File: config.mk
export PLATFORM = sky130hd
export DESIGN_NAME = uart_serial
export DESIGN_NICKNAME = d
export VERILOG_FILES = /design/src/uart_pkg.sv /design/src/uart_sync2.sv /design/src/uart_tick_gen.sv /design/src/uart_serial.sv
export SDC_FILE = /design/constraint.sdc
export NUM_CORES = 1
export LEC_CHECK = 0
export ABC_CLOCK_PERIOD_IN_PS = 1900
export BUFFER_PORTS_ARGS = -buffer_cell sky130_fd_sc_hd__buf_2
export CAP_MARGIN = 20
export CORE_MARGIN = 1.5
export CORE_UTILIZATION = 30
export DETAILED_ROUTE_END_ITERATION = 6
export SLEW_MARGIN = 25
export SYNTH_ARGS = -nofsm -noshare
export SYNTH_HDL_FRONTEND = slang
export SYNTH_HIERARCHICAL = 1
export SYNTH_SLANG_ARGS = --single-unit
File: constraint.sdc
create_clock -name I_REF_CLK -period 1.9 [get_ports I_REF_CLK]
set_input_delay 0.285 -clock I_REF_CLK [delete_from_list [all_inputs] [get_ports I_REF_CLK]]
set_output_delay 0.285 -clock I_REF_CLK [all_outputs]
set_load 0.01 [all_outputs]
File: src/uart_pkg.sv
// constants, field positions and state types of the serial port
// assumes a single clock domain and word-aligned register access
`default_nettype none

package uart_pkg;

  // register indices, byte address is four times the index
  localparam logic [7:0] CTRL_IDX = 8'hF6;
  localparam logic [7:0] DATA_IDX = 8'hF7;
  localparam logic [7:0] BAUD_IDX = 8'hF8;
  localparam logic [7:0] FLAG_IDX = 8'hF9;

  // control register fields
  localparam int MODE_HI = 7;
  localparam int MODE_LO = 6;
  localparam int RE_BIT = 4;
  localparam int TB8_BIT = 3;
  localparam int RB8_BIT = 2;
  localparam int RIE_BIT = 1;
  localparam int TIE_BIT = 0;

  // flag register fields
  localparam int RIP_BIT = 5;
  localparam int TIP_BIT = 4;

  // reset values
  localparam logic [7:0] CTRL_RST = 8'h00;
  localparam logic [7:0] BAUD_RST = 8'h00;

  // mode field encodings
  localparam logic [1:0] MODE_SYNC = 2'h0;
  localparam logic [1:0] MODE_ASYNC8 = 2'h1;
  localparam logic [1:0] MODE_FIXED9 = 2'h2;

  // bit timing in sixteenth-of-bit ticks
  localparam logic [3:0] PH_LAST = 4'hF;
  localparam logic [3:0] PH_CENTRE = 4'h7;

  // bits per transfer, index of last bit
  localparam logic [3:0] SYNC_LAST = 4'h7;
  localparam logic [3:0] ASYNC8_LAST = 4'h9;
  localparam logic [3:0] FIXED9_LAST = 4'hA;

  typedef enum logic [1:0] {T_IDLE, T_ASYNC, T_SYNC} tx_state_e;
  typedef enum logic {R_IDLE, R_RUN} rx_state_e;

endpackage

`default_nettype wire

File: src/uart_sync2.sv
// two-stage synchroniser for a pin input
// assumes the pin idles at the reset level given by the parameter
`default_nettype none

module uart_sync2 #(
  parameter logic RST_VAL = 1'b1
) (
  // clock and reset
  input wire logic clk,
  input wire logic arst_n,
  // pin and result
  input wire logic d,
  output logic q
);

  typedef struct packed {
    logic meta;
    logic sync;
  } sync_s;

  sync_s s;
  sync_s next_s;

  always_comb begin
    next_s = s;
    next_s.meta = d;
    next_s.sync = s.meta;
  end

  always_ff @(posedge clk or negedge arst_n) begin
    if (!arst_n) begin
      s <= {RST_VAL, RST_VAL};
    end else begin
      s <= next_s;
    end
  end

  assign q = s.sync;

endmodule

`default_nettype wire

File: src/uart_tick_gen.sv
// sixteen-times-bit-rate tick generator
// assumes divisor changes only while the port is idle
`default_nettype none

module uart_tick_gen #(
  parameter int DIV_W = 8
) (
  // clock and reset
  input wire logic clk,
  input wire logic arst_n,
  // rate select
  input wire logic fixed_rate,
  input wire logic [DIV_W-1:0] divisor,
  // one-cycle tick
  output logic tick
);

  typedef struct packed {
    logic [DIV_W-1:0] cnt;
    logic tick;
  } tick_s;

  tick_s s;
  tick_s next_s;

  always_comb begin
    next_s = s;
    next_s.tick = 1'b0;
    if (fixed_rate) begin
      next_s.cnt = '0;
      next_s.tick = 1'b1;
    end else if (s.cnt >= divisor) begin
      next_s.cnt = '0;
      next_s.tick = 1'b1;
    end else begin
      next_s.cnt = DIV_W'(s.cnt + 1'b1);
    end
  end

  always_ff @(posedge clk or negedge arst_n) begin
    if (!arst_n) begin
      s <= '0;
    end else begin
      s <= next_s;
    end
  end

  assign tick = s.tick;

endmodule

`default_nettype wire

File: src/uart_serial.sv
// serial port with synchronous, 8-bit async and 9-bit fixed-rate modes
// assumes an AHB-Lite master on the same clock, pins synchronised here
`default_nettype none

module uart_serial (
  // clock and reset
  input wire logic I_REF_CLK,
  input wire logic I_ARST_N,
  // ahb-lite slave
  input wire logic I_HSEL,
  input wire logic [31:0] I_HADDR,
  input wire logic [1:0] I_HTRANS,
  input wire logic I_HWRITE,
  input wire logic [2:0] I_HSIZE,
  input wire logic [31:0] I_HWDATA,
  input wire logic I_HREADY,
  output logic [31:0] O_HRDATA,
  output logic O_HREADYOUT,
  output logic O_HRESP,
  // serial pins
  input wire logic I_RXD,
  output logic O_RXD_OUT,
  output logic O_RXD_OE,
  output logic O_TXD,
  // receive interrupt request
  output logic O_SERIAL_RECEIVE_IRQ_LINE
);

  typedef struct packed {
    logic dp_wr;
    logic [7:0] dp_idx;
    logic [31:0] hrdata;
    logic [7:0] ctrl;
    logic [7:0] baud;
    logic receive_pending_flag;
    logic transmit_pending_flag;
    logic [7:0] rx_buf;
    uart_pkg::tx_state_e tx_st;
    logic [10:0] tx_sh;
    logic [3:0] tx_idx;
    logic [3:0] tx_last;
    logic [3:0] tx_ph;
    logic sync_rx;
    logic txd;
    logic rxd_out;
    logic rxd_oe;
    uart_pkg::rx_state_e rx_st;
    logic [8:0] rx_sh;
    logic [3:0] rx_idx;
    logic [3:0] rx_ph;
    logic rxd_prev;
    logic irq;
  } port_s;

  port_s s;
  port_s next_s;
  logic rxd_s;
  logic tick;
  logic [1:0] mode;
  logic take;
  logic data_wr;
  logic flag_wr;

  function automatic logic [31:0] read_word(input port_s r,
                                            input logic [7:0] idx);
    logic [31:0] w;
    w = 32'h0000_0000;
    case (idx)
      uart_pkg::CTRL_IDX: w[7:0] = r.ctrl;
      uart_pkg::DATA_IDX: w[7:0] = r.rx_buf;
      uart_pkg::BAUD_IDX: w[7:0] = r.baud;
      uart_pkg::FLAG_IDX: begin
        w[uart_pkg::RIP_BIT] = r.receive_pending_flag;
        w[uart_pkg::TIP_BIT] = r.transmit_pending_flag;
      end
      default: w = 32'h0000_0000;
    endcase
    return w;
  endfunction

  function automatic logic [3:0] last_bit(input logic [1:0] m);
    logic [3:0] n;
    n = uart_pkg::ASYNC8_LAST;
    if (m == uart_pkg::MODE_FIXED9) begin
      n = uart_pkg::FIXED9_LAST;
    end
    return n;
  endfunction

  uart_sync2 #(
    .RST_VAL(1'b1)
  ) u_rxd_sync (
    .clk(I_REF_CLK),
    .arst_n(I_ARST_N),
    .d(I_RXD),
    .q(rxd_s)
  );

  uart_tick_gen #(
    .DIV_W(8)
  ) u_tick (
    .clk(I_REF_CLK),
    .arst_n(I_ARST_N),
    .fixed_rate(mode == uart_pkg::MODE_FIXED9),
    .divisor(s.baud),
    .tick(tick)
  );

  assign mode = s.ctrl[uart_pkg::MODE_HI:uart_pkg::MODE_LO];
  assign take = I_HSEL & I_HTRANS[1] & I_HREADY;
  assign data_wr = s.dp_wr & (s.dp_idx == uart_pkg::DATA_IDX);
  assign flag_wr = s.dp_wr & (s.dp_idx == uart_pkg::FLAG_IDX);

  always_comb begin
    next_s = s;
    next_s.dp_wr = 1'b0;
    next_s.rxd_prev = rxd_s;

    // bus address phase
    if (take) begin
      next_s.dp_wr = I_HWRITE;
      next_s.dp_idx = I_HADDR[9:2];
      if (!I_HWRITE) begin
        next_s.hrdata = read_word(s, I_HADDR[9:2]);
      end
    end

    // bus data phase writes
    if (s.dp_wr) begin
      case (s.dp_idx)
        uart_pkg::CTRL_IDX: next_s.ctrl = I_HWDATA[7:0];
        uart_pkg::BAUD_IDX: next_s.baud = I_HWDATA[7:0];
        default: next_s.baud = s.baud;
      endcase
    end
    if (flag_wr && !I_HWDATA[uart_pkg::RIP_BIT]) begin
      next_s.receive_pending_flag = 1'b0;
    end
    if (flag_wr && !I_HWDATA[uart_pkg::TIP_BIT]) begin
      next_s.transmit_pending_flag = 1'b0;
    end

    // transmitter and synchronous shifter
    case (s.tx_st)
      uart_pkg::T_IDLE: begin
        next_s.txd = 1'b1;
        next_s.rxd_oe = 1'b0;
        if (data_wr && mode == uart_pkg::MODE_SYNC) begin
          next_s.tx_st = uart_pkg::T_SYNC;
          next_s.sync_rx = 1'b0;
          next_s.tx_sh = {3'h0, I_HWDATA[7:0]};
          next_s.tx_idx = 4'h0;
          next_s.tx_ph = 4'h0;
          next_s.txd = 1'b0;
          next_s.rxd_out = I_HWDATA[0];
          next_s.rxd_oe = 1'b1;
        end else if (data_wr && (mode == uart_pkg::MODE_ASYNC8 ||
                                 mode == uart_pkg::MODE_FIXED9)) begin
          next_s.tx_st = uart_pkg::T_ASYNC;
          next_s.tx_sh[0] = 1'b0;
          next_s.tx_sh[8:1] = I_HWDATA[7:0];
          next_s.tx_sh[9] = (mode == uart_pkg::MODE_FIXED9) ?
                            s.ctrl[uart_pkg::TB8_BIT] : 1'b1;
          next_s.tx_sh[10] = 1'b1;
          next_s.tx_last = last_bit(mode);
          next_s.tx_idx = 4'h0;
          next_s.tx_ph = 4'h0;
          next_s.txd = 1'b0;
        end else if (mode == uart_pkg::MODE_SYNC &&
                     s.ctrl[uart_pkg::RE_BIT] && !s.receive_pending_flag &&
                     !flag_wr && !data_wr) begin
          next_s.tx_st = uart_pkg::T_SYNC;
          next_s.sync_rx = 1'b1;
          next_s.tx_sh = 11'h000;
          next_s.tx_idx = 4'h0;
          next_s.tx_ph = 4'h0;
          next_s.txd = 1'b0;
        end
      end
      uart_pkg::T_ASYNC: begin
        if (tick) begin
          if (s.tx_ph == uart_pkg::PH_LAST) begin
            next_s.tx_ph = 4'h0;
            if (s.tx_idx == s.tx_last) begin
              next_s.tx_st = uart_pkg::T_IDLE;
              next_s.txd = 1'b1;
            end else begin
              next_s.tx_idx = 4'(s.tx_idx + 1'b1);
              next_s.tx_sh = {1'b1, s.tx_sh[10:1]};
              next_s.txd = s.tx_sh[1];
              if (4'(s.tx_idx + 1'b1) == s.tx_last) begin
                next_s.transmit_pending_flag = 1'b1;
              end
            end
          end else begin
            next_s.tx_ph = 4'(s.tx_ph + 1'b1);
          end
        end
      end
      uart_pkg::T_SYNC: begin
        if (tick) begin
          next_s.tx_ph = 4'(s.tx_ph + 1'b1);
          if (s.tx_ph == uart_pkg::PH_CENTRE) begin
            next_s.txd = 1'b1;
            if (s.sync_rx) begin
              next_s.tx_sh[7:0] = {rxd_s, s.tx_sh[7:1]};
            end
          end
          if (s.tx_ph == uart_pkg::PH_LAST) begin
            next_s.tx_ph = 4'h0;
            if (s.tx_idx == uart_pkg::SYNC_LAST) begin
              next_s.tx_st = uart_pkg::T_IDLE;
              next_s.txd = 1'b1;
              next_s.rxd_oe = 1'b0;
              if (s.sync_rx) begin
                next_s.receive_pending_flag = 1'b1;
                next_s.rx_buf = s.tx_sh[7:0];
              end else begin
                next_s.transmit_pending_flag = 1'b1;
              end
            end else begin
              next_s.tx_idx = 4'(s.tx_idx + 1'b1);
              next_s.txd = 1'b0;
              if (!s.sync_rx) begin
                next_s.tx_sh = {1'b0, s.tx_sh[10:1]};
                next_s.rxd_out = s.tx_sh[1];
              end
            end
          end
        end
      end
      default: begin
        next_s.tx_st = uart_pkg::T_IDLE;
      end
    endcase

    // asynchronous receiver
    case (s.rx_st)
      uart_pkg::R_IDLE: begin
        if (s.ctrl[uart_pkg::RE_BIT] && s.rxd_prev && !rxd_s &&
            (mode == uart_pkg::MODE_ASYNC8 ||
             mode == uart_pkg::MODE_FIXED9)) begin
          next_s.rx_st = uart_pkg::R_RUN;
          next_s.rx_idx = 4'h0;
          next_s.rx_ph = 4'h0;
        end
      end
      uart_pkg::R_RUN: begin
        if (tick) begin
          next_s.rx_ph = 4'(s.rx_ph + 1'b1);
          if (s.rx_ph == uart_pkg::PH_CENTRE) begin
            next_s.rx_idx = 4'(s.rx_idx + 1'b1);
            if (s.rx_idx == 4'h0) begin
              if (rxd_s) begin
                next_s.rx_st = uart_pkg::R_IDLE;
              end
            end else if (s.rx_idx == last_bit(mode)) begin
              next_s.rx_st = uart_pkg::R_IDLE;
              next_s.receive_pending_flag = 1'b1;
              if (mode == uart_pkg::MODE_FIXED9) begin
                next_s.rx_buf = s.rx_sh[7:0];
                next_s.ctrl[uart_pkg::RB8_BIT] = s.rx_sh[8];
              end else begin
                next_s.rx_buf = s.rx_sh[8:1];
                next_s.ctrl[uart_pkg::RB8_BIT] = rxd_s;
              end
            end else begin
              next_s.rx_sh = {s.rx_sh[7:0], 1'b0};
              next_s.rx_sh[8:0] = {rxd_s, s.rx_sh[8:1]};
            end
          end
        end
        if (mode != uart_pkg::MODE_ASYNC8 &&
            mode != uart_pkg::MODE_FIXED9) begin
          next_s.rx_st = uart_pkg::R_IDLE;
        end
      end
      default: begin
        next_s.rx_st = uart_pkg::R_IDLE;
      end
    endcase

    next_s.irq = next_s.receive_pending_flag & next_s.ctrl[uart_pkg::RIE_BIT];
  end

  always_ff @(posedge I_REF_CLK or negedge I_ARST_N) begin
    if (!I_ARST_N) begin
      s <= '0;
      s.ctrl <= uart_pkg::CTRL_RST;
      s.baud <= uart_pkg::BAUD_RST;
      s.tx_st <= uart_pkg::T_IDLE;
      s.rx_st <= uart_pkg::R_IDLE;
      s.txd <= 1'b1;
      s.rxd_prev <= 1'b1;
    end else begin
      s <= next_s;
    end
  end

  // ready held in a flop of its own, response tied to okay
  logic hready;
  always_ff @(posedge I_REF_CLK or negedge I_ARST_N) begin
    if (!I_ARST_N) begin
      hready <= 1'b0;
    end else begin
      hready <= 1'b1;
    end
  end

  assign O_HRDATA = s.hrdata;
  assign O_HREADYOUT = hready;
  assign O_HRESP = 1'b0;
  assign O_TXD = s.txd;
  assign O_RXD_OUT = s.rxd_out;
  assign O_RXD_OE = s.rxd_oe;
  assign O_SERIAL_RECEIVE_IRQ_LINE = s.irq;

endmodule

`default_nettype wire

==> metrics.log, run 1 <==
INFO  metric outcome = complete, but fails checks
INFO  metric violations = negative hold slack, negative setup slack
INFO  metric report.final.hold_viol_count = 17
INFO  metric yosys.cell_count.top_type = sky130_fd_sc_hd__dfrtp_1
INFO  metric power_report.internal_total = 0.004194 W
INFO  metric fillers = 1776
INFO  metric number_of_i_o_pins = 113
INFO  metric finalSetupViolations = 19
INFO  metric synth_top_cell_area_share = 43.17%
INFO  metric comb_power_share = 28.3%
INFO  metric first_global_vias = 4389
INFO  metric final-seq-area = 0.002584 mm^2
INFO  metric dr.pass1.iters = 7
INFO  metric critical_path_required = 2140 ps
INFO  metric worst_setup_path_end_kind = flip-flop
INFO  metric synthDominantAreaCellType = sky130_fd_sc_hd__dfrtp_1
INFO  metric fp.dieW = 141.3 um
INFO  metric top_usage_layer = met2
INFO  metric clk-insertion-delay-late = 360 ps
INFO  metric path_cells = inv_2, ha_4, nand4_1, or3_4, a22oi_2, mux2_4
INFO  metric cts_stage_hold_buffer_count = 0
INFO  metric place.port_buffers = 35
INFO  metric crit_type = flip-flop to flip-flop
INFO  metric fin_crit_sh = 104.6%
INFO  metric dr_total_vias = 4390
INFO  metric wire_per_inst = 16.09 um
INFO  metric initial_standard_cell_utilization_of_the_core = 30.68%
INFO  metric grt_setup_unrepaired = true
INFO  metric netlist_area = 0.005738 mm^2
INFO  metric route.detailed.drc = 0
INFO  metric areaGrowthSynthToFinish = 28.94%
INFO  metric yosysWarningCount = 6
INFO  metric grt-ovfl-total = 0
INFO  metric worstMarginPinSlew = 589.3 ps
INFO  metric cts-root-to-sink-buffers = 2
INFO  metric die_area = 0.01997 mm^2
INFO  metric cell_with_the_biggest_individual_delay_on_the_critical_path = sky130_fd_sc_hd__or3_4
INFO  metric postSynthRegisterBits = 103
INFO  metric num_antenna_cells = 0
INFO  metric place.detailed.hpwl = 10050 um
INFO  metric multi_input_comb_area = 0.003187 mm^2
INFO  metric grt_pass1_wl = 22610 um
INFO  metric power.net_switching = 0.001881 W
INFO  metric synth_cell_type_count = 70
INFO  metric cpLargestDelayFamily = simple AND/OR/NAND/NOR gates
INFO  metric worst-endpoint-arrival = 2230 ps
INFO  metric core_area = 0.01871 mm^2
INFO  metric share_of_synthesized_flip_flops_with_an_asynchronous_set_or_reset = 100.0%
INFO  metric synthTopCellsByArea = sky130_fd_sc_hd__dfrtp_1 43%, sky130_fd_sc_hd__mux2_2 5.5%, sky130_fd_sc_hd__mux2i_1 5.4%
INFO  metric place.gp.congestion = 0.8536
INFO  metric finalCriticalPeriod = 1987 ps
INFO  metric grt_use_met2 = 23.58%
INFO  metric grt_use_total = 14.35%
INFO  metric cts-root-buf = sky130_fd_sc_hd__clkbuf_16
INFO  metric final_layout_size_suffix_gt1_share = 37.87%
INFO  metric tritoncts_num_sinks = 103
INFO  metric slew_headroom = 60.72%
INFO  metric cts-buffers-inserted = 9
INFO  metric pin_count_of_the_biggest_net_entering_global_routing = 104
INFO  metric netSwitchingFraction = 30.97%
INFO  metric globalRouteMet3Util = 3.544%
INFO  metric worst_slack = -86.56 ps
INFO  metric drt-total-wl = 14180 um
INFO  metric power.density_cell_area = 821.1 mW/mm^2
INFO  metric fp-row-count = 50
INFO  metric tritoncts = done
INFO  metric clkSlewWorstSetupHoldPaths = 70 ps
INFO  metric slowest_cell_delay_on_critical_path = 430 ps
INFO  metric timing.critical_path.fanout_max = 5
INFO  metric final.setup_skew = 8.635 ps
INFO  metric leakage = 3.477 nW
INFO  metric synth_cells = 529
INFO  metric number_of_enable_flip_flop_cells_after_synthesis = 0
INFO  metric dr.first_iter.drc_count = 307
INFO  metric p_total = 0.006075 W
INFO  metric route.detailed.vias_per_inst = 4.983
INFO  metric ant_nets = 0
INFO  metric max_freq = 503.4 MHz
INFO  metric cts.htree.levels = 3
INFO  metric floorplan.die.height = 141.3 um
INFO  metric slew_viol_final = 0
INFO  metric critPathLaunchType = flip-flop
INFO  metric crit_buf_inv = 1
INFO  metric vdd_drop_max = 0.0004354 V
INFO  metric post_synth_top_cells = 99 x sky130_fd_sc_hd__dfrtp_1, 39 x sky130_fd_sc_hd__nand2_1, 34 x sky130_fd_sc_hd__buf_4, 31 x sky130_fd_sc_hd__mux2i_1, 28 x sky130_fd_sc_hd__mux2_2
INFO  metric synth-seq-area-share = 45.01%
INFO  metric synthFlopType = sky130_fd_sc_hd__dfrtp_1
INFO  metric syn_avg_cell_area = 10.85 um^2
INFO  metric pwr-share-seq = 39.5%
INFO  metric hold_class = primary input to asynchronous set/reset pin
INFO  metric nNetsFinal = 737
INFO  metric antenna_found_initial = 0
INFO  metric grt_util_met1 = 18.74%
INFO  metric p_clk_share = 32.3%
INFO  metric cap_viol_max_count = 0
INFO  metric fin_hold_ws = -39.32 ps
power groups by stage:
stage | Sequential (W) | Clock [W] | Combinational, W
detailed placement | 0.00243 | 0 | 0.00133
global placement | 0.00242 | 0 | 0.00129
finish | 0.00240 | 0.00196 | 0.00172
CTS | 0.00239 | 0.00202 | 0.00152
floorplan | 0.00241 | 0 | 0.000795
global route | 0.00242 | 0.00212 | 0.00185
area by class of cell:
class | instances | share of cell area (%)
Multi-Input combinational cell | 381 | 43.07
Sequential cell | 103 | 34.92
Timing Repair Buffer | 124 | 12.57
Tap cell | 234 | 3.957
Clock buffer | 9 | 3.044
Clock inverter | 7 | 1.268
Inverter | 23 | 1.167
through the flow:
stage | TNS, ps | setup WS (ps) | std cells | utilization (%) | instance area [um^2]
finish | -818.6 | -86.56 | 881 | 39.55 | 7398
global route | -3899 | -160.7 | 881 | 39.55 | 7398
CTS | -1043 | -83.34 | 870 | 38.12 | 7131
detailed placement | -5569 | -276.4 | 846 | 35.19 | 6583
global placement | -4507 | -250.7 | 846 | 35.19 | 6583
floorplan | -68.47 | -7.608 | 553 | - | 5867
path summary, 6_finish.rpt:
check                                startpoint  cells after the start  slack [ps]                   end
setup / recovery                          s[47]                      6         -90             O_RXD_OUT
hold / removal                         I_ARST_N                      2         -40                 s[33]
setup reg to reg                          s[47]                      6         -90             O_RXD_OUT
hold reg to reg            u_rxd_sync/next_s[0]                      0         360          u_rxd_sync/q
max in group asynchronous              I_ARST_N                      2        1450           u_tick/tick
min in group I_REF_CLK                    I_RXD                      1          20  u_rxd_sync/next_s[0]
repair_timing:
item | 4_1_cts | 5_1_grt
buffers inserted | 6 | 10
pin swaps | 13 | 20
gates cloned | 2 | 1
resized for setup | 37 | 40
setup endpoints to repair | 42 | 52
endpoints found under the hold margin | 0 | 0
cell families (layout without fill, tap and decap cells):
group	after synthesis	in the layout	synth area share, %
flops	103	103	45.01
buf+inv	69	163	7.043
other cells	2	26	0.1309
fa+ha+maj	20	20	4.361
mux	69	69	13.45
simple gates	145	145	13.82
compound gates	107	107	14.04
xor+xnor	14	14	2.137
layer usage:
layer | part of all wire, % | wire length (um)
met1 | 44 | 6286
met3 | 3.9 | 547
met5 | 0 | 0
met2 | 50 | 7144
met4 | 1.4 | 197
state kept, by name (all words and copies together) (netlist names), 2 cells and up:
| name | count |
|---|---|
| s | 77 |
| O_HRDATA | 8 |
| u_tick/s | 8 |
| mode | 2 |
layout by cell type (no fill, tap or decap), types with 9 or more instances in the layout:
cell and instances:
sky130_fd_sc_hd__dfrtp_1 98, sky130_fd_sc_hd__buf_4 73, sky130_fd_sc_hd__nand2_1 36, sky130_fd_sc_hd__buf_2 35, sky130_fd_sc_hd__mux2i_1 30, sky130_fd_sc_hd__conb_1 26, sky130_fd_sc_hd__nor2_1 24, sky130_fd_sc_hd__o21ai_0 23
sky130_fd_sc_hd__mux2_2 22, sky130_fd_sc_hd__inv_1 20, sky130_fd_sc_hd__mux2_4 16, sky130_fd_sc_hd__ha_1 13, sky130_fd_sc_hd__buf_6 13, sky130_fd_sc_hd__nand3_1 11, sky130_fd_sc_hd__a21oi_1 9, sky130_fd_sc_hd__clkbuf_16 9
worst register-to-register path: cells and delay by family (launching register included):
kind | cells | cell delay [ps]
AOI/OAI and AO/OA | 1 | 170
buffers and inverters | 1 | 120
muxes | 1 | 310
DFF | 1 | 400
adders and majority gates | 1 | 170
and+or+nand+nor | 2 | 720
No activity file was read; power rests on OpenSTA's default activity.
==> run 2, diff against run 1 <==
Settings changed: SETUP_SLACK_MARGIN set to 0.3.
==> run 2 against run 1 <==
  * The run ends with negative setup slack left
  * Sequential power barely moved
  * Critical path depth rose by 3
  * Clock power barely moved
  * Die area did not move
  * First-iteration DRC count fell by 22%
  * Critical path type unchanged
  * Largest cell class unchanged
==> metrics.log, run 2 (synthesis gave the netlist of run 1 again) <==
INFO  metric outcome = complete, but fails checks
INFO  metric violations = negative setup slack
INFO  metric fp-row-count = 50 (unchanged)
INFO  metric route.detailed.drc = 0 (unchanged)
INFO  metric wire_per_inst = 17.54 um (+9.0%)
INFO  metric place.port_buffers = 35 (unchanged)
INFO  metric ant_nets = 0 (unchanged)
INFO  metric final-seq-area = 0.002584 mm^2 (unchanged)
INFO  metric initial_standard_cell_utilization_of_the_core = 30.68% (unchanged)
INFO  metric slew_viol_final = 0 (unchanged)
INFO  metric route.detailed.vias_per_inst = 5.126 (+2.9%)
INFO  metric path_cells = buf_6, inv_4, ha_4, or3b_4, nor4_4, buf_2, and2_1, a221oi_1, o2bb2ai_1
INFO  metric critPathLaunchType = flip-flop
INFO  metric hp-start = I_RXD
INFO  metric fillers = 1708 (-3.8%)
INFO  metric place.detailed.hpwl = 11140 um (+11%)
INFO  metric tritoncts = done
INFO  metric layout_commonest_cell = sky130_fd_sc_hd__dfrtp_1
INFO  metric cts-root-to-sink-buffers = 2 (unchanged)
INFO  metric place_worst_setup_slack = -154.4 ps (+122.0 ps)
INFO  metric pin_count_of_the_biggest_net_entering_global_routing = 37 (-64%)
INFO  metric die_area = 0.01997 mm^2 (unchanged)
INFO  metric top_usage_layer = met2
INFO  metric cap_viol_max_count = 0 (unchanged)
INFO  metric p_total = 0.006104 W (+0.47%)
INFO  metric report.final.hold_viol_count = 0 (-17)
INFO  metric worst_setup_path_end_kind = flip-flop
INFO  metric registers.top_by_ff_count = s
INFO  metric vdd_drop_max = 0.0004883 V (+12%)
INFO  metric layout.cells.most_common_list = 98 x sky130_fd_sc_hd__dfrtp_1, 84 x sky130_fd_sc_hd__buf_4, 35 x sky130_fd_sc_hd__buf_2
INFO  metric place_inst = 856 (+1.2%)
INFO  metric power.density_cell_area = 753.3 mW/mm^2 (-8.3%)
INFO  metric grt_use_total = 16.44% (+2.1 points)
INFO  metric grt_setup_unrepaired = true
INFO  metric cts-root-buf = sky130_fd_sc_hd__clkbuf_16
INFO  metric worst_slack = -133.8 ps (-47.23 ps)
INFO  metric final.setup_skew = 11.20 ps (+2.568 ps)
INFO  metric reg2reg_setup_slack = -130 ps (-50 ps)
INFO  metric tritoncts_num_sinks = 103 (unchanged)
INFO  metric globalRouteMet3Util = 2.059% (-1.5 points)
INFO  metric cts-buffers-inserted = 9 (unchanged)
INFO  metric multi_input_comb_area = 0.003482 mm^2 (+9.3%)
INFO  metric clkSlewWorstSetupHoldPaths = 80 ps (about the same)
INFO  metric place.gp.congestion = 0.8752 (+2.5%)
INFO  metric finish.cell_count_without_fillers = 919 (+4.3%)
INFO  metric first_global_vias = 4847 (+10%)
INFO  metric dr.pass1.iters = 7 (unchanged)
INFO  metric core_area = 0.01871 mm^2 (unchanged)
INFO  metric critical_path_required = 2190 ps (+50 ps)
INFO  metric antenna_found_initial = 0 (unchanged)
INFO  metric leakage = 3.836 nW (+10%)
INFO  metric finalCriticalPeriod = 2034 ps (+47.23 ps)
INFO  metric crit_buf_inv = 3 (+2)
INFO  metric hold_class = primary input to flip-flop
INFO  metric cts.htree.levels = 3 (unchanged)
INFO  metric timing.critical_path.fanout_max = 4 (-1)
INFO  metric max_freq = 491.7 MHz (-2.3%)
INFO  metric dr.first_iter.drc_count = 238 (-22%)
INFO  metric grt_pass1_wl = 25660 um (+13%)
INFO  metric final_layout_size_suffix_gt1_share = 45.26% (+7.4 points)
INFO  metric nNetsFinal = 775 (+5.2%)
INFO  metric grt-ovfl-total = 0 (unchanged)
INFO  metric worst_r2r_path_depth = 9 (+3)
INFO  metric worstHoldPathCells = 1
INFO  metric hold_end = u_rxd_sync/next_s[0]
INFO  metric fin_hold_ws = 22.07 ps (+61.39 ps)
INFO  metric worst-endpoint-arrival = 2330 ps (+100 ps)
INFO  metric critical_path.reg2reg.endpoint = s[40]
INFO  metric cpLargestDelayFamily = simple AND/OR/NAND/NOR gates
INFO  metric drt-total-wl = 16120 um (+14%)
INFO  metric grt_util_met1 = 20.69% (+1.9 points)
INFO  metric dr_total_vias = 4711 (+7.3%)
INFO  metric slowest_cell_delay_on_critical_path = 410 ps (-20 ps)
INFO  metric fin_setup_tns = -2255 ps (-1436 ps)
INFO  metric floorplan.die.height = 141.3 um (unchanged)
INFO  metric grt_use_met2 = 28.04% (+4.5 points)
INFO  metric num_antenna_cells = 0 (unchanged)
INFO  metric fp.dieW = 141.3 um (unchanged)
INFO  metric clk-insertion-delay-late = 360 ps (about the same)
INFO  metric largest_reg_flops = 77 (unchanged)
INFO  metric crit-reg2reg-launch = mode[1]
INFO  metric areaGrowthSynthToFinish = 41.21%
INFO  metric crit_type = flip-flop to flip-flop
INFO  metric cell_with_the_biggest_individual_delay_on_the_critical_path = sky130_fd_sc_hd__or3b_4
INFO  metric number_of_i_o_pins = 113 (unchanged)
INFO  metric fin_crit_sh = 107.0% (+2.5 points)
INFO  metric finalSetupViolations = 33 (+14)
-- run 2: per-layer routing --
metal / routed length [um] / vias to the layer above / share of wire, %
met2: 8181 / 125 / 51
met1: 6937 / 2373 / 43
met4: 466 / 0 / 2.9
met5: 0 / - / 0
met3: 538 / 34 / 3.3
li1: - / 2179 / -
-- run 2: area by class of cell --
class	count	area share (%)
Clock buffer	12	3.042
Clock inverter	4	0.6794
Inverter	23	1.096
Multi-Input combinational cell	382	42.97
Sequential cell	103	31.89
Tap cell	234	3.613
Timing Repair Buffer	161	16.71
-- run 2: where the power goes --
group	total (W)	leakage [nW]	internal (W)	switching, W
registers	0.00241	1.37	0.00230	0.000102
logic	0.00177	2.32	0.000841	0.000930
clock network	0.00193	0.143	0.00107	0.000861
total	0.00610	3.84	0.00421	0.00189
-- run 2: timing repair --
item                                   in CTS  in global routing
buffers inserted                           23                 18
pin swaps                                  24                 32
gates resized for setup                    88                 68
hold buffers                                1                  0
cloned                                      4                  1
endpoints found under the hold margin      26                  0
setup endpoints to repair                  72                 81
-- run 2: worst reg2reg max path, cell delays in order (launching register included) --
cell and delay, ps:
sky130_fd_sc_hd__dfrtp_1 380, sky130_fd_sc_hd__buf_6 120, sky130_fd_sc_hd__inv_4 30, sky130_fd_sc_hd__ha_4 260, sky130_fd_sc_hd__or3b_4 410, sky130_fd_sc_hd__nor4_4 210
sky130_fd_sc_hd__buf_2 210, sky130_fd_sc_hd__and2_1 140, sky130_fd_sc_hd__a221oi_1 50, sky130_fd_sc_hd__o2bb2ai_1 150
-- run 2: worst max path at each step --
stage	startpoint	end	slack, ps	cells past startpoint
after detailed placement	mode[1]	s[41]	-150	8
after global placement	mode[1]	s[42]	-120	8
after CTS	s[108]	s[27]	-110	6
after global routing	mode[1]	s[42]	-210	9
final	mode[1]	s[40]	-130	9
after floorplan	mode[1]	s[37]	5	7
-- run 2: per-stage QoR --
stage	cell area, um^2	util, %
floorplan	5953	-
global placement	6754	36.11
detailed placement	6754	36.11
CTS	7700	41.16
global route	8103	43.32
finish	8103	43.32
